$ cat src/core/cbsl_pkg.sv
// constants and types shared by the branch, skip and load decoder
package cbsl_pkg;
	localparam int PC_W = 22;
	localparam int BUS_AW = 8;
	localparam int CYC_W = 4;
	// opcode patterns, compared as (word & mask) == value, the indirect call as word == value
	localparam logic [15:0] MSK_BRANCH = 16'hf800;
	localparam logic [15:0] VAL_BRANCH = 16'hf000;
	localparam logic [15:0] MSK_COMPARE_SKIP_EQUAL = 16'hfc00;
	localparam logic [15:0] VAL_COMPARE_SKIP_EQUAL = 16'h1000;
	localparam logic [15:0] MSK_RSKIP = 16'hfc08;
	localparam logic [15:0] VAL_RSKIP = 16'hfc00;
	localparam logic [15:0] MSK_IOSKIP = 16'hfd00;
	localparam logic [15:0] VAL_IOSKIP = 16'h9900;
	localparam logic [15:0] VAL_EXTENDED_INDIRECT_CALL = 16'h9519;
	localparam logic [15:0] MSK_LDS = 16'hfe0f;
	localparam logic [15:0] VAL_LDS = 16'h9000;
	localparam logic [15:0] MSK_LDSTS = 16'hfc0f;
	localparam logic [15:0] MSK_JMPCALL = 16'hfe0c;
	localparam logic [15:0] VAL_JMPCALL = 16'h940c;
	// opcode field positions
	localparam int POS_POL = 10;
	localparam int POS_SKIP_POL = 9;
	localparam int POS_K_LO = 3;
	localparam int POS_K_HI = 9;
	// status register flag positions
	localparam int FLG_N = 2;
	localparam int FLG_V = 3;
	localparam int FLG_S = 4;
	// cycle figures
	localparam logic [CYC_W-1:0] CYC_ONE = 4'h1;
	localparam logic [CYC_W-1:0] CYC_TAKEN = 4'h2;
	localparam logic [CYC_W-1:0] CYC_IO_BASE = 4'h2;
	localparam logic [CYC_W-1:0] CYC_EXTENDED_INDIRECT_CALL = 4'h3;
	localparam logic [CYC_W-1:0] CYC_LDS = 4'h2;
	localparam logic [CYC_W-1:0] CYC_SKIP1 = 4'h1;
	localparam logic [CYC_W-1:0] CYC_SKIP2 = 4'h2;
	localparam logic [CYC_W-1:0] CYC_MAX = 4'hf;
	// register port offsets
	localparam logic [BUS_AW-1:0] REG_CTRL = 8'h00;
	localparam logic [BUS_AW-1:0] REG_EXT_UPPER = 8'h04;
	localparam logic [BUS_AW-1:0] REG_PC = 8'h08;
	localparam logic [BUS_AW-1:0] REG_STATE = 8'h0c;
	localparam int EXT_W = 6;
	localparam logic [EXT_W-1:0] EXT_RST = 6'h00;
	localparam logic [PC_W-1:0] PC_RST = 22'h000000;
	typedef enum logic [8:0] {
		ST_IDLE = 9'h001,
		ST_FETCH = 9'h002,
		ST_OPER = 9'h004,
		ST_EXEC = 9'h008,
		ST_SKIP_LEN = 9'h010,
		ST_LDS_K = 9'h020,
		ST_LDS_WAIT = 9'h040
	} cbsl_state_type;
endpackage : cbsl_pkg

$ cat src/core/cbsl_dec_if.sv
// opcode and operands shared between the sequencer and its decoders
`timescale 1ns/1ps
interface cbsl_dec_if;
	logic [15:0] opcode;
	logic [7:0] status_register;
	logic [7:0] rf_a;
	logic [7:0] rf_b;
	logic [7:0] io_byte;
	logic [15:0] next_word;
	logic is_branch;
	logic is_compare_skip_equal;
	logic is_rskip;
	logic is_ioskip;
	logic is_extended_indirect_call;
	logic is_lds;
	logic branch_hit;
	logic skip_hit;
	logic two_word;
	modport seq (output opcode, status_register, rf_a, rf_b, io_byte, next_word,
		input is_branch, is_compare_skip_equal, is_rskip, is_ioskip, is_extended_indirect_call, is_lds,
		branch_hit, skip_hit, two_word);
	modport cond (input opcode, status_register, rf_a, rf_b, io_byte,
		output is_branch, is_compare_skip_equal, is_rskip, is_ioskip, is_extended_indirect_call, is_lds,
		branch_hit, skip_hit);
	modport len (input next_word, output two_word);
endinterface : cbsl_dec_if

$ cat src/core/cbsl_cond_eval.sv
// class decode and branch or skip condition of one opcode
`timescale 1ns/1ps
module cbsl_cond_eval
	import cbsl_pkg::*;
(
	cbsl_dec_if.cond dec
);
	logic flag;
	logic [2:0] sel;
	always_comb
	begin
		sel = dec.opcode[2:0];
		dec.is_branch = (dec.opcode & MSK_BRANCH) == VAL_BRANCH;
		dec.is_compare_skip_equal = (dec.opcode & MSK_COMPARE_SKIP_EQUAL) == VAL_COMPARE_SKIP_EQUAL;
		dec.is_rskip = (dec.opcode & MSK_RSKIP) == VAL_RSKIP;
		dec.is_ioskip = (dec.opcode & MSK_IOSKIP) == VAL_IOSKIP;
		dec.is_extended_indirect_call = dec.opcode == VAL_EXTENDED_INDIRECT_CALL;
		dec.is_lds = (dec.opcode & MSK_LDS) == VAL_LDS;
		// signed tests look at n xor v, not at a stored sign flag
		if (sel == 3'(FLG_S))
			flag = dec.status_register[FLG_N] ^ dec.status_register[FLG_V];
		else
			flag = dec.status_register[sel];
		dec.branch_hit = dec.opcode[POS_POL] ? ~flag : flag;
		if (dec.is_compare_skip_equal)
			dec.skip_hit = dec.rf_a == dec.rf_b;
		else if (dec.is_rskip)
			dec.skip_hit = dec.rf_a[sel] == dec.opcode[POS_SKIP_POL];
		else if (dec.is_ioskip)
			dec.skip_hit = dec.io_byte[sel] == dec.opcode[POS_SKIP_POL];
		else
			dec.skip_hit = 1'b0;
	end
endmodule : cbsl_cond_eval

$ cat src/core/cbsl_word_len.sv
// tells whether a fetched word opens a two-word instruction
`timescale 1ns/1ps
module cbsl_word_len
	import cbsl_pkg::*;
(
	cbsl_dec_if.len dec
);
	always_comb
	begin
		dec.two_word = ((dec.next_word & MSK_LDSTS) == VAL_LDS)
			|| ((dec.next_word & MSK_JMPCALL) == VAL_JMPCALL);
	end
endmodule : cbsl_word_len

$ cat src/core/cbsl_top.sv
// branch, skip, indirect call and direct load sequencer
// Function
// - indirect call loads pc from z and upper
// - equal registers skip next instruction, flags kept
// - register bit test skips on chosen polarity
// - io bit test skips, two to four cycles
// - status bit branch jumps to pc+k+1
// - signed branches test n xor v
// - unsigned branches test carry flag
// - half carry branches test h flag
// - transfer branches test t, flags untouched
// - overflow branches test v flag
// - interrupt branches test global interrupt flag
// - carry clear branch jumps when c zero
// - direct load copies data byte into rd
`timescale 1ns/1ps
module cbsl_top
	import cbsl_pkg::*;
(
	input wire logic i_sys_clk,
	input wire logic i_resetn,
	input wire logic [BUS_AW-1:0] i_bus_addr,
	input wire logic [31:0] i_bus_wdata,
	input wire logic i_bus_wr,
	input wire logic i_bus_rd,
	output logic [31:0] o_bus_rdata,
	output logic [PC_W-1:0] o_pm_addr,
	input wire logic [15:0] i_pm_data,
	input wire logic [7:0] i_status_register,
	input wire logic [15:0] i_z_ptr,
	output logic [4:0] o_rf_raddr_a,
	output logic [4:0] o_rf_raddr_b,
	input wire logic [7:0] i_rf_rdata_a,
	input wire logic [7:0] i_rf_rdata_b,
	output logic [4:0] o_io_addr,
	input wire logic [7:0] i_io_rdata,
	output logic [15:0] o_ds_addr,
	output logic o_ds_rd,
	input wire logic i_ds_ready,
	input wire logic [7:0] i_ds_rdata,
	output logic o_rf_we,
	output logic [4:0] o_rf_waddr,
	output logic [7:0] o_rf_wdata,
	output logic o_push,
	output logic [PC_W-1:0] o_push_pc,
	output logic o_retire,
	output logic [CYC_W-1:0] o_retire_cycles,
	output logic [PC_W-1:0] o_pc
);
	////////////////////////////////////////////////////////////////////////////
	cbsl_dec_if dec ();
	cbsl_cond_eval u_cond (.dec(dec));
	cbsl_word_len u_len (.dec(dec));

	cbsl_state_type state_q, state_d;
	logic [PC_W-1:0] pc_q, pc_d;
	logic [15:0] op_q, op_d;
	logic [CYC_W-1:0] base_q, base_d;
	logic [CYC_W-1:0] wait_q, wait_d;
	logic [PC_W-1:0] pm_addr_q, pm_addr_d;
	logic [4:0] ra_q, ra_d, rb_q, rb_d, io_q, io_d;
	logic [15:0] ds_addr_q, ds_addr_d;
	logic ds_rd_q, ds_rd_d;
	logic we_q, we_d;
	logic [7:0] wdata_q, wdata_d;
	logic push_q, push_d;
	logic [PC_W-1:0] push_pc_q, push_pc_d;
	logic ret_q, ret_d;
	logic [CYC_W-1:0] cyc_q, cyc_d;
	logic run_q, run_d;
	logic [EXT_W-1:0] ext_upper_q, ext_upper_d;
	logic [31:0] rdata_q, rdata_d;
	logic [PC_W-1:0] rel_k;
	logic [PC_W-1:0] pc_next;

	assign dec.opcode = op_q;
	assign dec.status_register = i_status_register;
	assign dec.rf_a = i_rf_rdata_a;
	assign dec.rf_b = i_rf_rdata_b;
	assign dec.io_byte = i_io_rdata;
	assign dec.next_word = i_pm_data;

	////////////////////////////////////////////////////////////////////////////
	// instruction sequencer
	always_comb
	begin
		state_d = state_q;
		pc_d = pc_q;
		op_d = op_q;
		base_d = base_q;
		wait_d = wait_q;
		pm_addr_d = pm_addr_q;
		ra_d = ra_q;
		rb_d = rb_q;
		io_d = io_q;
		ds_addr_d = ds_addr_q;
		ds_rd_d = 1'b0;
		we_d = 1'b0;
		wdata_d = wdata_q;
		push_d = 1'b0;
		push_pc_d = push_pc_q;
		ret_d = 1'b0;
		cyc_d = cyc_q;
		pc_next = pc_q + 22'h000001;
		rel_k = PC_W'($signed(op_q[POS_K_HI:POS_K_LO]));
		// software writes the pc only while the sequencer rests
		if (state_q == ST_IDLE && i_bus_wr && i_bus_addr == REG_PC)
			pc_d = i_bus_wdata[PC_W-1:0];
		unique case (state_q)
			ST_IDLE:
			begin
				if (run_q)
					state_d = ST_FETCH;
			end
			ST_FETCH:
			begin
				pm_addr_d = pc_q;
				state_d = ST_OPER;
			end
			ST_OPER:
			begin
				// operands are requested here so they stand in the next cycle
				op_d = i_pm_data;
				ra_d = i_pm_data[8:4];
				rb_d = {i_pm_data[9], i_pm_data[3:0]};
				io_d = i_pm_data[7:3];
				state_d = ST_EXEC;
			end
			ST_EXEC:
			begin
				state_d = run_q ? ST_FETCH : ST_IDLE;
				if (dec.is_branch)
				begin
					ret_d = 1'b1;
					if (dec.branch_hit)
					begin
						pc_d = pc_next + rel_k;
						cyc_d = CYC_TAKEN;
					end
					else
					begin
						pc_d = pc_next;
						cyc_d = CYC_ONE;
					end
				end
				else if (dec.is_compare_skip_equal || dec.is_rskip || dec.is_ioskip)
				begin
					base_d = dec.is_ioskip ? CYC_IO_BASE : CYC_ONE;
					if (dec.skip_hit)
					begin
						pm_addr_d = pc_next;
						state_d = ST_SKIP_LEN;
					end
					else
					begin
						pc_d = pc_next;
						ret_d = 1'b1;
						cyc_d = base_d;
					end
				end
				else if (dec.is_extended_indirect_call)
				begin
					pc_d = {ext_upper_q, i_z_ptr};
					push_d = 1'b1;
					push_pc_d = pc_next;
					ret_d = 1'b1;
					cyc_d = CYC_EXTENDED_INDIRECT_CALL;
				end
				else if (dec.is_lds)
				begin
					pm_addr_d = pc_next;
					state_d = ST_LDS_K;
				end
				else
				begin
					// words outside this decoder pass as single-word no-ops
					pc_d = pc_next;
					ret_d = 1'b1;
					cyc_d = CYC_ONE;
				end
			end
			ST_SKIP_LEN:
			begin
				// the skipped word decides whether two or three words go by
				pc_d = pc_q + (dec.two_word ? 22'h000003 : 22'h000002);
				cyc_d = base_q + (dec.two_word ? CYC_SKIP2 : CYC_SKIP1);
				ret_d = 1'b1;
				state_d = run_q ? ST_FETCH : ST_IDLE;
			end
			ST_LDS_K:
			begin
				ds_addr_d = i_pm_data;
				ds_rd_d = 1'b1;
				wait_d = CYC_LDS;
				state_d = ST_LDS_WAIT;
			end
			ST_LDS_WAIT:
			begin
				// the request cycle is not counted, data can only follow it
				if (!ds_rd_q && i_ds_ready)
				begin
					we_d = 1'b1;
					wdata_d = i_ds_rdata;
					pc_d = pc_q + 22'h000002;
					ret_d = 1'b1;
					cyc_d = wait_q;
					state_d = run_q ? ST_FETCH : ST_IDLE;
				end
				else if (!ds_rd_q && wait_q != CYC_MAX)
					wait_d = wait_q + CYC_ONE; // slow memory stretches the count
			end
			default:
				state_d = ST_IDLE;
		endcase
	end

	always_ff @(posedge i_sys_clk or negedge i_resetn)
	begin
		if (!i_resetn)
		begin
			state_q <= ST_IDLE;
			pc_q <= PC_RST;
			op_q <= 16'h0000;
			base_q <= CYC_ONE;
			wait_q <= CYC_LDS;
			pm_addr_q <= PC_RST;
			ra_q <= 5'h00;
			rb_q <= 5'h00;
			io_q <= 5'h00;
			ds_addr_q <= 16'h0000;
			ds_rd_q <= 1'b0;
			we_q <= 1'b0;
			wdata_q <= 8'h00;
			push_q <= 1'b0;
			push_pc_q <= PC_RST;
			ret_q <= 1'b0;
			cyc_q <= 4'h0;
		end
		else
		begin
			state_q <= state_d;
			pc_q <= pc_d;
			op_q <= op_d;
			base_q <= base_d;
			wait_q <= wait_d;
			pm_addr_q <= pm_addr_d;
			ra_q <= ra_d;
			rb_q <= rb_d;
			io_q <= io_d;
			ds_addr_q <= ds_addr_d;
			ds_rd_q <= ds_rd_d;
			we_q <= we_d;
			wdata_q <= wdata_d;
			push_q <= push_d;
			push_pc_q <= push_pc_d;
			ret_q <= ret_d;
			cyc_q <= cyc_d;
		end
	end

	////////////////////////////////////////////////////////////////////////////
	// register port
	always_comb
	begin
		run_d = run_q;
		ext_upper_d = ext_upper_q;
		rdata_d = 32'h00000000;
		if (i_bus_wr)
		begin
			if (i_bus_addr == REG_CTRL)
				run_d = i_bus_wdata[0];
			if (i_bus_addr == REG_EXT_UPPER)
				ext_upper_d = i_bus_wdata[EXT_W-1:0];
		end
		if (i_bus_rd)
		begin
			unique case (i_bus_addr)
				REG_CTRL: rdata_d = {31'h00000000, run_q};
				REG_EXT_UPPER: rdata_d = {26'h0000000, ext_upper_q};
				REG_PC: rdata_d = {10'h000, pc_q};
				REG_STATE: rdata_d = {19'h00000, cyc_q, state_q};
				default: rdata_d = 32'h00000000;
			endcase
		end
	end

	always_ff @(posedge i_sys_clk or negedge i_resetn)
	begin
		if (!i_resetn)
		begin
			run_q <= 1'b0;
			ext_upper_q <= EXT_RST;
			rdata_q <= 32'h00000000;
		end
		else
		begin
			run_q <= run_d;
			ext_upper_q <= ext_upper_d;
			rdata_q <= rdata_d;
		end
	end

	////////////////////////////////////////////////////////////////////////////
	// the status register is only read here, never written back
	assign o_bus_rdata = rdata_q;
	assign o_pm_addr = pm_addr_q;
	assign o_rf_raddr_a = ra_q;
	assign o_rf_raddr_b = rb_q;
	assign o_io_addr = io_q;
	assign o_ds_addr = ds_addr_q;
	assign o_ds_rd = ds_rd_q;
	assign o_rf_we = we_q;
	assign o_rf_waddr = ra_q;
	assign o_rf_wdata = wdata_q;
	assign o_push = push_q;
	assign o_push_pc = push_pc_q;
	assign o_retire = ret_q;
	assign o_retire_cycles = cyc_q;
	assign o_pc = pc_q;
endmodule : cbsl_top

$ cat config.mk
export PLATFORM = sky130hd
export DESIGN_NAME = cbsl_top
export DESIGN_NICKNAME = d
export VERILOG_FILES = /design/src/core/cbsl_pkg.sv /design/src/core/cbsl_dec_if.sv /design/src/core/cbsl_cond_eval.sv /design/src/core/cbsl_word_len.sv /design/src/core/cbsl_top.sv
export SDC_FILE = /design/constraint.sdc
export NUM_CORES = 1
export LEC_CHECK = 0
export ABC_AREA = 1
export BUFFER_PORTS_ARGS = -buffer_cell sky130_fd_sc_hd__buf_2
export CAP_MARGIN = 40
export CORE_UTILIZATION = 45
export CTS_CLUSTER_DIAMETER = 200
export DETAILED_ROUTE_END_ITERATION = 10
export MAX_ROUTING_LAYER = met4
export PLACE_DENSITY_LB_ADDON = 0.05
export REMOVE_ABC_BUFFERS = 1
export SLEW_MARGIN = 20
export SYNTH_ARGS = -nofsm -noshare
export SYNTH_HDL_FRONTEND = slang
export SYNTH_SLANG_ARGS = --single-unit
$ cat constraint.sdc
create_clock -name i_sys_clk -period 3.5 [get_ports i_sys_clk]
set_input_delay 0.35 -clock i_sys_clk [delete_from_list [all_inputs] [get_ports i_sys_clk]]
set_output_delay 0.35 -clock i_sys_clk [all_outputs]
set_load 0.01 [all_outputs]
### Yosys cells after proc, flatten, opt, wreduce, memory -nomap -nowiden

Cells that the tools add are included.
Widths: inputs -> output; s select.

* register bits after elaboration: 185
* input port bits: 117
* word-level logic and storage cells: 149
* output and inout port bits: 150

* bitwise gates (word level): 4
* mux-type cells: 64
* add/subtract/negate cells: 6
* reduce and logical (&&, ||, !) cells: 21
* order comparisons: 1
* eq/ne operators: 33

Operators by type and width (number)
* $mux 22: 14
* $pmux 22 s4: 1
* $pmux 22 s3: 1
* $pmux 9 s7: 1
* $pmux 22 s2: 1
* $mux 9: 4
* $mux 4: 8
* $add 22x1->22 const B: 1
* $add 22x2->22: 1
* $add 22x2->22 const B: 1
* $add 22x22->22: 1
* $mux 1: 21
* $eq 16x16->1 const B: 1
* $eq 8x4->1 const B: 2
* $eq 7x7->1 const B: 2
* $mux 6: 2
* $pmux 4 s3: 1
* $eq 11x11->1 const B: 1
* $eq 10x10->1 const B: 1
* $ne 2x2->1 const B: 5
* $bmux 1 s3: 3
* $eq 9x1->1 const B: 1
* $eq 9x2->1 const B: 1
* $eq 9x3->1 const B: 1
* 33 further kinds: 53

### Logic depth before layout (Yosys ltp)

Gate-level depths: netlist (run 1).

* depth after elaboration: 10
* depth in mapped cells: 24
* gate-level depth less buffers: 24

### Modules after synthesis

Synthesis (run 1) repeated with hierarchy kept, for this count alone.

* cell total of the unflattened synthesis: 1666
* area, all modules: 11422.2 µm²

Modules (own cells, without submodules)
* cbsl_top: cells an instance 1542, area an instance 10820.4 µm², seq. area each 3907.5 µm², times used 1
* cbsl_cond_eval: cells an instance 109, area an instance 534.3 µm², seq. area each 0.0 µm², times used 1
* cbsl_word_len: cells an instance 15, area an instance 67.6 µm², seq. area each 0.0 µm², times used 1

### Least setup slack after synthesis (run 1)

Ideal clock, no wire load.

* path type: flip-flop to flip-flop
* start point: register pc_q[2], in the netlist o_pc[2]
* end point: register pc_q[21], in the netlist o_pc[21]
* cell stages (with the launch flop): 22
* arrival: 2.907 ns
* slack: 0.460 ns
* clock period less this slack: 3.040 ns
* setup time: 0.133 ns
* buffers on the path: 0
* required time: 3.367 ns
* path through: dfrtp_1 ha_1 nand3_1 inv_1 nand2_1 xor2_1 o21ai_0 inv_1 ha_1 nand2_1 inv_1 nand2_1 o21ai_0 nand2_1 nand3_1 nand2_1 nand3_1 nor2_1 nor2_1 nand2_1 nand2_1 nand3_1

* elaborated cells between the ends (all ways): 12
* those cells by class: add/sub (4); mux (8)

RTL lines
* start, declared: RTL line cbsl_top.sv:56 `logic [PC_W-1:0] pc_q, pc_d;`
* start signal, assigned: RTL line cbsl_top.sv:242 `pc_q <= pc_d;`
* $add 22x1->22: RTL line cbsl_top.sv:104 `pc_next = pc_q + 22'h000001;`
* named net pc_next[9]: RTL line cbsl_top.sv:74 `logic [PC_W-1:0] pc_next;`
* $add 22x22->22: RTL line cbsl_top.sv:137 `pc_d = pc_next + rel_k;`
* $mux 22: RTL line cbsl_top.sv:135 `if (dec.branch_hit)`
* $mux 22: RTL line cbsl_top.sv:132 `if (dec.is_branch)`
* $pmux 22 s3: RTL line cbsl_top.sv:109 `unique case (state_q)`
* named net pc_d[21]: RTL line cbsl_top.sv:56

The timed path passes the listed nets, and every way through them passes these cells.
A chain may end at the register's enable or synchronous reset.

### Final worst setup path (run 1)

* start point: register pc_q[1], in the netlist o_pc[1]
* end point: register pc_q[16], in the netlist o_pc[16]

Same word-level chain as after synthesis.

==> results of run 1 <==
## registers in the layout, summed over array words and instances (netlist names)
name / flops
o_bus_rdata: 22
o_pc: 22
o_rf_wdata: 8
o_push: 1
o_pm_addr: 22
ext_upper_q: 6
wait_q: 4
o_ds_addr: 16
run_q: 1
o_ds_rd: 1
dec.opcode: 16
state_q: 7
o_push_pc: 22
o_retire: 1
o_retire_cycles: 4
base_q: 2
o_rf_we: 1
## worst max-delay path: stages (launching register included)
cell	delay, ns
dfrtp_2	0.43
ha_1	0.18
inv_1	0.07
nor2_2	0.15
inv_1	0.07
nor2_1	0.10
buf_4	0.17
xor2_4	0.20
inv_1	0.11
ha_1	0.34
nand2_1	0.10
o21ai_1	0.15
buf_4	0.13
nand2_1	0.05
nand3_1	0.10
nand4_1	0.13
nand3_1	0.10
nand2_1	0.06
nor2_1	0.19
nor3_1	0.07
buf_4	0.14
nand2_1	0.05
nand3_1	0.06
## metrics by stage
step | TNS, ns | util
after floorplan | 0 | -
after global placement | 0 | 0.545
after detailed placement | 0 | 0.545
after CTS | 0 | 0.570
after global routing | -0.00672 | 0.577
final | 0 | 0.577
## worst max path at each step
| stage | start | end | slack (ns) |
|---|---|---|---|
| final | o_pc[1]$_DFF_PN0_ | o_pc[16]$_DFF_PN0_ | 0.21 |
| after global routing | o_pc[2]$_DFF_PN0_ | o_pc[16]$_DFF_PN0_ | -0.007 |
| after CTS | o_pc[1]$_DFF_PN0_ | o_pc[16]$_DFF_PN0_ | 0.04 |
| after detailed placement | o_pc[1]$_DFF_PN0_ | o_pc[13]$_DFF_PN0_ | 0.05 |
| after global placement | o_pc[1]$_DFF_PN0_ | o_pc[16]$_DFF_PN0_ | 0.09 |
| after floorplan | state_q[6]$_DFFE_PN0P_ | o_push_pc[0]$_DFFE_PN0P_ | 0.43 |
## cell families after synthesis
kind of cell	after synthesis	synth area share
and+or+nand+nor	880	0.323
buffers and inverters	321	0.121
AOI/OAI and AO/OA	301	0.143
DFF	156	0.336
xor gates and xnor gates	47	0.0354
adders and majority gates	35	0.0390
muxes	2	0.00194
other	1	0.000323
## synth_stat cells (7+ instances only)
| cell | n |
|---|---|
| nand2_1 | 525 |
| inv_1 | 222 |
| dfrtp_1 | 153 |
| o21ai_0 | 144 |
| nor2_1 | 141 |
| nand3_1 | 119 |
| a21oi_1 | 75 |
| xor2_1 | 36 |
| buf_4 | 35 |
| ha_1 | 33 |
| o21ai_1 | 27 |
| buf_2 | 25 |
| nand4_1 | 21 |
| nor3_1 | 20 |
| clkbuf_1 | 16 |
| or2_2 | 13 |
| inv_2 | 11 |
| o22ai_1 | 11 |
| xnor2_1 | 11 |
| a221oi_1 | 9 |
| nor2_2 | 9 |
| nand2_2 | 7 |
## power by group through the flow
stage          Sequential (mW)  Combinational, mW  Clock, mW
2_1_floorplan             2.74               3.87          0
3_3_place_gp              2.56               7.32          0
3_5_place_dp              2.57               7.34          0
4_1_cts                   2.54               7.38       1.96
5_1_grt                   2.60               8.42       2.04
6_report                  2.56               7.67       1.95
## repair_timing
action,4_1_cts,5_1_grt
buffers inserted,0,3
hold buffers,1,0
resized for setup,0,32
endpoints found under the hold margin,2,0
endpoints found under the setup margin,0,14
## cell type report
| type | count | area (um2) |
|---|---|---|
| fillers | 2530 | 10700 |
| multi-input cells | 1275 | 6470 |
| flip-flops and latches | 156 | 3910 |
| repair buffers | 376 | 2300 |
| inverters | 237 | 892 |
| clock buffers | 17 | 425 |
| well taps | 330 | 413 |
| clock inverters | 15 | 175 |
## metal layers
layer  vias up  global-route usage
met5         -                   -
met3       100              0.0420
met4         0               0.157
li1       6218                   -
met1      6040               0.482
met2       631               0.571
==> results.py, run 1 <==
metrics = {
    "outcome": {
        "status": "complete, no violations",
    },
    "yosys": {
        "ys_seq_area_frac": 0.336,
        "synth_top_cells_by_area": "dfrtp_1 33%, nand2_1 17%, inv_1 7.2%",
        "avgSynthCellArea_um2": 6.66,
        "ys.flop_type": "dfrtp_1",
        "async_flop_share": 1.00,
        "netlist.top_cell.by_area": "dfrtp_1",
        "synth_area_um2": 11600,
        "synth_top_area_frac": 0.330,
        "synth_cells": 1743,
        "yosys.cell_types.count": 56,
        "synth.yosys.warnings": 0,
        "synth_edf_count": 0,
        "ys_ff_latch": 156,
    },
    "floorplanning": {
        "row_count": 58,
        "die_area_um2": 26500,
        "core_area_um2": 25300,
        "die_h_um": 163,
        "io_pins": 267,
        "die_w_um": 163,
        "initial_utilization": 0.460,
    },
    "clock_network": {
        "numCtsBuffers": 17,
        "clock_tree.buffer_depth": 2,
        "h-tree-depth": 4,
        "clock-sinks": 156,
        "cts_tree": "built",
        "cts.clk_slew.worst_paths_ns": 0.08,
        "root_buffer": "clkbuf_16",
        "worst_skew_pair.late_latency_ns": 0.45,
    },
    "drt": {
        "drc": 0,
        "ant_nets": 0,
        "wl_met3_mm": 3.58,
        "drt_first_iter_violations": 1253,
        "drt_wl_total_mm": 46.7,
        "vias_per_cell": 5.40,
        "met2_length_mm": 21.1,
        "wl_met1_mm": 20.2,
        "wl_per_cell_um": 19.4,
        "firstDrtPassIters": 5,
        "top_layer": "met4",
        "vias": 13000,
    },
    "sta": {
        "slew_violations": 0,
        "hold_viol": 0,
        "finClkSkew_ns": 0.0196,
        "min_period_over_period": 0.939,
        "final.min_clock_period_ns": 3.29,
        "tightest_slew_ns": 0.812,
        "relSlewSlack": 0.458,
        "fmax_mhz": 304,
        "whs_ns": 0.102,
        "setup_violations": 0,
        "worst_slack_ns": 0.212,
    },
    "hold_path": {
        "hold_depth": 3,
        "hp-class": "in2reg",
        "hold_end": "o_rf_wdata[1]$_DFFE_PN0P_",
        "hold_start": "i_ds_rdata[1]",
    },
    "final_layout": {
        "area_growth_syn_to_layout_pct": 25.5,
        "fin_cells": 2406,
        "layout-drive-gt1-share": 0.238,
        "design_area_um2": 14600,
        "nNetsFinal": 2215,
        "layout_commonest_cell": "nand2_1",
        "n_antenna_cell": 0,
        "final_cell_mix": "522 x nand2_1, 244 x buf_2, 222 x inv_1",
    },
    "placement": {
        "dp.cells": 2368,
        "dpl_cell_area_um2": 13800,
        "io_buffers": 245,
        "gp_congestion": 1.06,
        "dp_hpwl_mm": 35.8,
        "pre_cts_ws_ns": 0.0507,
    },
    "power": {
        "p_switching_mw": 6.13,
        "p_leak_nw": 7.67,
        "p_per_area_nw_per_um2": 835,
        "power.internal_mw": 6.04,
        "clkPwrFrac": 0.160,
        "seq_power_share": 0.210,
        "ir_worst_vdd_mv": 0.419,
        "total_power_mw": 12.2,
        "power_frac_comb": 0.630,
        "p_sw_frac": 0.504,
    },
    "global_route": {
        "groute.usage.overall": 0.366,
        "antenna_found_initial": 1,
        "grt_pass1_wl_mm": 70.3,
        "overflow": 0,
        "grt_pass1_vias": 12300,
        "grt_max_degree": 83,
    },
    "setup_path": {
        "worstPathMaxFanout": 4,
        "cp.arrival_ns": 3.61,
        "timing.rr.start": "o_pc[1]$_DFF_PN0_",
        "path_class": "reg2reg",
        "cp-end-kind": "flop",
        "worstPathRequired_ns": 3.82,
        "r2r_setup_slack_ns": 0.21,
        "reg2reg_to": "o_pc[16]$_DFF_PN0_",
        "r2r_cells": 22,
        "critPathLaunchType": "flop",
    },
    "job": {
        "cap_viol_max_count": 0,
    },
}
(Power assumes the default switching activity.)
==> inputs of run 2 (changes only) <==
Settings changed: CAP_MARGIN 40 to 20, SETUP_SLACK_MARGIN set to 0.4.
==> run 2 against run 1 <==
Effect of this change: the flow now finishes with violations (hold timing); via count grew 0.93%; first-iteration DRC count shrank 1.4%; sequential share of layout area down 1.2 points.
==> results.py, run 2 (same netlist as run 1, synthesis figures left out) <==
metrics = {
    "drt": {
        "drt_wl_total_mm": 47.0,
        "vias": 13100,
        "wl_per_cell_um": 19.4,
        "drc": 0,
        "drt_first_iter_violations": 1236,
        "firstDrtPassIters": 7,
        "vias_per_cell": 5.42,
        "ant_nets": 0,
    },
    "setup_path": {
        "worstPathRequired_ns": 3.86,
        "r2r_setup_slack_ns": 0.48,
        "cp-end-kind": "flop",
        "r2r_cells": 11,
        "cp.arrival_ns": 3.38,
        "critPathLaunchType": "flop",
        "reg2reg_to": "o_pc[3]$_DFF_PN0_",
        "worstPathMaxFanout": 16,
        "timing.rr.start": "state_q[0]$_DFFE_PN1P_",
        "path_class": "reg2reg",
    },
    "clock_network": {
        "clock-sinks": 156,
        "clock_tree.buffer_depth": 2,
        "h-tree-depth": 4,
        "cts_tree": "built",
        "numCtsBuffers": 17,
        "hold_buffers": 0,
        "cts.clk_slew.worst_paths_ns": 0.08,
        "worst_skew_pair.late_latency_ns": 0.44,
        "root_buffer": "clkbuf_16",
    },
    "final_layout": {
        "nNetsFinal": 2226,
        "nFillCells": 2426,
        "area_growth_syn_to_layout_pct": 31.5,
        "register_area_um2": 3920,
        "layout-drive-gt1-share": 0.303,
        "layout_commonest_cell": "nand2_1",
        "fin_cells": 2418,
        "multi_input_area_um2": 7080,
        "final_cell_mix": "500 x nand2_1, 244 x buf_2, 201 x inv_1",
        "final_util": 0.605,
    },
    "floorplanning": {
        "die_h_um": 163,
        "io_pins": 267,
        "row_count": 58,
        "die_area_um2": 26500,
        "initial_utilization": 0.460,
        "core_area_um2": 25300,
        "die_w_um": 163,
    },
    "global_route": {
        "grt_pass1_wl_mm": 70.4,
        "groute.usage.overall": 0.367,
        "grt_max_degree": 83,
        "grt_pass1_vias": 12200,
        "antenna_found_initial": 1,
        "overflow": 0,
    },
    "sta": {
        "finClkSkew_ns": 0.0143,
        "relSlewSlack": 0.332,
        "slew_violations": 0,
        "setup_violations": 0,
        "final.min_clock_period_ns": 3.02,
        "fin_tns_setup_ns": 0,
        "fmax_mhz": 332,
        "whs_ns": -0.0364,
        "rsz0062_at_grt": "yes",
        "hold_viol": 38,
        "min_period_over_period": 0.861,
        "tightest_slew_ns": 1.00,
        "worst_slack_ns": 0.485,
    },
    "power": {
        "p_switching_mw": 6.68,
        "p_sw_frac": 0.496,
        "p_per_area_nw_per_um2": 881,
        "seq_power_share": 0.192,
        "total_power_mw": 13.5,
        "p_leak_nw": 7.79,
        "clkPwrFrac": 0.150,
        "power.internal_mw": 6.78,
        "power_frac_comb": 0.658,
        "ir_worst_vdd_mv": 0.445,
    },
    "placement": {
        "dp.cells": 2367,
        "pre_cts_ws_ns": 0.0496,
        "gp_congestion": 1.06,
        "io_buffers": 245,
        "dp_hpwl_mm": 35.7,
    },
    "job": {
        "cap_viol_max_count": 0,
    },
    "outcome": {
        "status": "finished, violations left",
        "violations": "hold timing",
    },
    "hold_path": {
        "hp-class": "in2async",
    },
}
-- run 2: cell types whose count changed in the layout (fill, tap and decap cells not counted), sizes merged --
cell and change:
buf +12, bufinv +1, clkinv -1, clkinvlp -2
diode +1, dlygate4sd3 -1, inv +2
-- run 2: worst max-delay path, stage by stage (launching register included) --
cell and delay (ns):
dfstp_2 0.57, nor2_1 0.06, inv_2 0.10, nor2_1 0.08, nand2_1 0.22, inv_2 0.19, nor2_2 0.21, inv_2 0.06
nor2_2 0.59, inv_2 0.37, or2_2 0.37, nand4_1 0.09
-- run 2: worst max path at each step --
stage / start / to / slack [ns] / cells past startpoint
after floorplan: state_q[6]$_DFFE_PN0P_ / o_push_pc[0]$_DFFE_PN0P_ / 0.43 / 10
after global placement: o_pc[1]$_DFF_PN0_ / o_pc[16]$_DFF_PN0_ / 0.09 / 21
after detailed placement: o_pc[1]$_DFF_PN0_ / o_pc[16]$_DFF_PN0_ / 0.05 / 20
after CTS: o_pc[2]$_DFF_PN0_ / o_pc[16]$_DFF_PN0_ / 0.38 / 20
after global routing: o_pc[0]$_DFFE_PN0N_ / o_pc[21]$_DFF_PN0_ / 0.36 / 23
final: state_q[0]$_DFFE_PN1P_ / o_pc[3]$_DFF_PN0_ / 0.48 / 11
-- run 2: cell type report --
type	count	share of cell area
tap	330	0.0270
clock inverter	15	0.0125
multi-input combinational	1275	0.463
clock buffer	17	0.0278
inverter	237	0.0584
antenna	1	0.000164
sequential	156	0.256
timing repair buffer	387	0.154
-- run 2: power by group through the flow --
stage	Clock (mW)	Combinational [mW]	Sequential, mW
after CTS	2.03	7.86	2.54
final	2.02	8.86	2.59
after detailed placement	0	7.33	2.57
after floorplan	0	3.87	2.74
after global routing	2.09	9.63	2.63
after global placement	0	7.32	2.56
-- run 2: what timing repair did --
item                                    in CTS  in global routing
endpoints found under the hold margin        0                  0
gates resized for setup                     63                132
setup buffers                                6                 12
pin swaps                                   11                 42
endpoints found under the setup margin      15                 16
-- run 2: stage by stage --
step	hold WS, ns	area [um2]
4_1_cts	0.00387	14700
3_3_place_gp	0.450	13800
2_1_floorplan	0.0544	11100
3_5_place_dp	0.454	13800
6_report	-0.0364	15300
5_1_grt	0.0407	15300
-- run 2: per-layer routing --
layer | wire [um] | GRT usage
met5 | 0 | -
met4 | 2040 | 0.154
met3 | 3330 | 0.0466
met2 | 21300 | 0.573
met1 | 20300 | 0.480
==> inputs of run 3 (changes only) <==
Settings changed: PLACE_DENSITY set to 0.65, PLACE_DENSITY_LB_ADDON 0.05 to unset, SLEW_MARGIN 20 to unset.
==> run 3 against run 2 <==
Effect of this change: wire length increased by 3.3%; worst hold slack improved by 0.14 ns; largest power group unchanged; design area grew 2.1%; the flow now finishes without violations; sequential share of layout area fell by 0.49 points; core utilization grew 1.3 points; die area is the same.
==> results.py, run 3 (same netlist as run 1, synthesis figures left out) <==
metrics = {
    "clock_network": {
        "cts.clk_slew.worst_paths_ns": 0.08,
        "worst_skew_pair.late_latency_ns": 0.45,
        "root_buffer": "clkbuf_16",
        "h-tree-depth": 4,
        "numCtsBuffers": 17,
        "cts_tree": "built",
        "clock-sinks": 156,
        "clock_tree.buffer_depth": 2,
    },
    "placement": {
        "gp_congestion": 0.999,
        "io_buffers": 245,
        "dpl_cell_area_um2": 13900,
        "dp_hpwl_mm": 36.2,
        "pre_cts_ws_ns": 0.0446,
    },
    "setup_path": {
        "r2r_setup_slack_ns": 0.41,
        "path_class": "reg2reg",
        "crit_buf_inv": 5,
        "cp.arrival_ns": 3.41,
        "crit_top_cell": "nand3_1",
        "critPathLaunchType": "flop",
        "crit_path_top_delay_cell": "dfrtp_1",
        "reg2reg_to": "o_pc[18]$_DFF_PN0_",
        "cp-end-kind": "flop",
        "worstPathRequired_ns": 3.82,
        "cpLargestDelayFamily": "simple AND/OR/NAND/NOR gates",
        "worstPathMaxFanout": 4,
        "timing.rr.start": "o_pc[1]$_DFF_PN0_",
        "r2r_cells": 20,
        "slowest_delay_ns": 0.42,
        "crit_chain": "ha_4 -> buf_6 -> nand2_2 -> nor2_1 -> buf_4 -> nand3_2 -> xor2_2 -> inv_2 -> ha_4 -> nand2_2 -> inv_1 -> nand2_1 -> nand2_1 -> a211oi_1 -> nand3_1 -> a21oi_2 -> o21ai_0 -> buf_4 -> nand3_1 -> nand3_1",
    },
    "power": {
        "power.internal_mw": 6.97,
        "power_frac_comb": 0.668,
        "p_leak_nw": 8.00,
        "p_switching_mw": 6.89,
        "p_per_area_nw_per_um2": 889,
        "ir_worst_vdd_mv": 0.434,
        "p_sw_frac": 0.497,
        "clkPwrFrac": 0.141,
        "seq_power_share": 0.191,
    },
    "final_layout": {
        "register_area_um2": 3920,
        "layout_commonest_cell": "nand2_1",
        "nFillCells": 2456,
        "area_growth_syn_to_layout_pct": 34.3,
        "final_cell_mix": "492 x nand2_1, 244 x buf_2, 204 x inv_1",
        "n_antenna_cell": 0,
        "multi_input_area_um2": 7140,
        "design_area_um2": 15600,
        "layout-drive-gt1-share": 0.316,
        "nNetsFinal": 2263,
    },
    "drt": {
        "ant_nets": 0,
        "met2_length_mm": 22.3,
        "drt_first_iter_violations": 1368,
        "drt_wl_total_mm": 48.5,
        "firstDrtPassIters": 6,
        "wl_met1_mm": 20.8,
        "wl_met3_mm": 3.62,
        "vias": 13500,
        "wl_per_cell_um": 19.8,
        "drc": 0,
        "top_layer": "met4",
        "vias_per_cell": 5.48,
    },
    "floorplanning": {
        "io_pins": 267,
        "die_h_um": 163,
        "core_area_um2": 25300,
        "initial_utilization": 0.460,
        "die_area_um2": 26500,
        "die_w_um": 163,
        "row_count": 58,
    },
    "sta": {
        "final.min_clock_period_ns": 3.09,
        "rsz0062_at_grt": "yes",
        "finClkSkew_ns": 0.0148,
        "relSlewSlack": 0.285,
        "fmax_mhz": 323,
        "hold_viol": 0,
        "min_period_over_period": 0.883,
        "fin_tns_setup_ns": 0,
        "tightest_slew_ns": 1.06,
        "slew_violations": 0,
        "setup_violations": 0,
        "worst_slack_ns": 0.408,
    },
    "global_route": {
        "overflow": 0,
        "grt_pass1_vias": 12400,
        "antenna_found_initial": 0,
        "grt_max_degree": 71,
        "grt_pass1_wl_mm": 71.7,
        "groute.usage.overall": 0.373,
    },
    "outcome": {
        "status": "complete, no violations",
    },
    "hold_path": {
        "hp-class": "in2reg",
        "hold_end": "o_rf_wdata[7]$_DFFE_PN0P_",
        "hold_depth": 3,
        "hold_start": "i_ds_rdata[7]",
    },
    "job": {
        "cap_viol_max_count": 0,
    },
}
-- run 3: cell count changes in the layout (fill, tap and decap cells not counted), moves of 4 or more --
| cell | delta |
|---|---|
| ha_4 | -5 |
| nor2_2 | -8 |
| nand2_2 | +7 |
| nor2_1 | +5 |
| a21oi_4 | +4 |
| o21ai_1 | -4 |
| dfrtp_1 | -4 |
| inv_2 | -4 |
| buf_4 | +39 |
| dfrtp_2 | +4 |
| nand2_1 | -8 |
-- run 3: power by group through the flow --
stage                     combinational [mW]  sequential, mW  clock [mW]
after floorplan                         3.87            2.74           0
after detailed placement                7.26            2.61           0
after CTS                               7.84            2.60        1.97
after global placement                  7.22            2.61           0
after global routing                    9.97            2.68        2.04
final                                   9.26            2.64        1.96
-- run 3: stage by stage --
stage / std cells / utilization / hold WS (ns) / power, mW
6_report: 2454 / 0.618 / 0.107 / 13.9
3_3_place_gp: 2385 / 0.549 / 0.431 / 9.83
5_1_grt: 2454 / 0.618 / 0.120 / 14.7
3_5_place_dp: 2386 / 0.551 / 0.432 / 9.87
2_1_floorplan: 1668 / - / 0.0544 / 6.61
4_1_cts: 2430 / 0.588 / 0.102 / 12.4
-- run 3: worst register-to-register path, delay by kind of cell (launching register included) --
| kind | cells | cell delay (ns) |
|---|---|---|
| AOI/OAI and AO/OA | 3 | 0.42 |
| adders and majority gates | 2 | 0.44 |
| and+or+nand+nor | 9 | 0.87 |
| xor gates and xnor gates | 1 | 0.21 |
| buffers and inverters | 5 | 0.63 |
| DFF | 1 | 0.42 |
-- run 3: timing repair --
action                                 CTS  global route
setup buffers                           11            24
pin swaps                               16            52
resized for setup                       69           141
hold buffers                             1             0
endpoints found under the hold margin   47             0
setup endpoints to repair               14            53
-- run 3: per-layer routing --
metal,track usage,vias to the layer above
met3,0.0441,106
li1,-,6299
met5,-,-
met2,0.584,657
met1,0.493,6394
met4,0.147,0
-- run 3: worst max-delay path by stage --
stage / startpoint / end / slack [ns] / cells after the start
2_1_floorplan: state_q[6]$_DFFE_PN0P_ / o_push_pc[0]$_DFFE_PN0P_ / 0.43 / 10
3_3_place_gp: o_pc[1]$_DFF_PN0_ / o_pc[16]$_DFF_PN0_ / 0.06 / 21
3_5_place_dp: o_pc[1]$_DFF_PN0_ / o_pc[16]$_DFF_PN0_ / 0.04 / 21
4_1_cts: dec.opcode[9]$_DFFE_PN0P_ / o_push_pc[7]$_DFFE_PN0P_ / 0.36 / 8
5_1_grt: o_pc[1]$_DFF_PN0_ / o_pc[18]$_DFF_PN0_ / 0.25 / 20
6_report: o_pc[1]$_DFF_PN0_ / o_pc[18]$_DFF_PN0_ / 0.41 / 20
-- run 3: area by class of cell --
cell class,instances,share of cell area
timing repair buffer,424,0.169
clock inverter,15,0.0110
tap,330,0.0265
inverter,237,0.0574
multi-input combinational,1275,0.458
sequential,156,0.251
clock buffer,17,0.0273
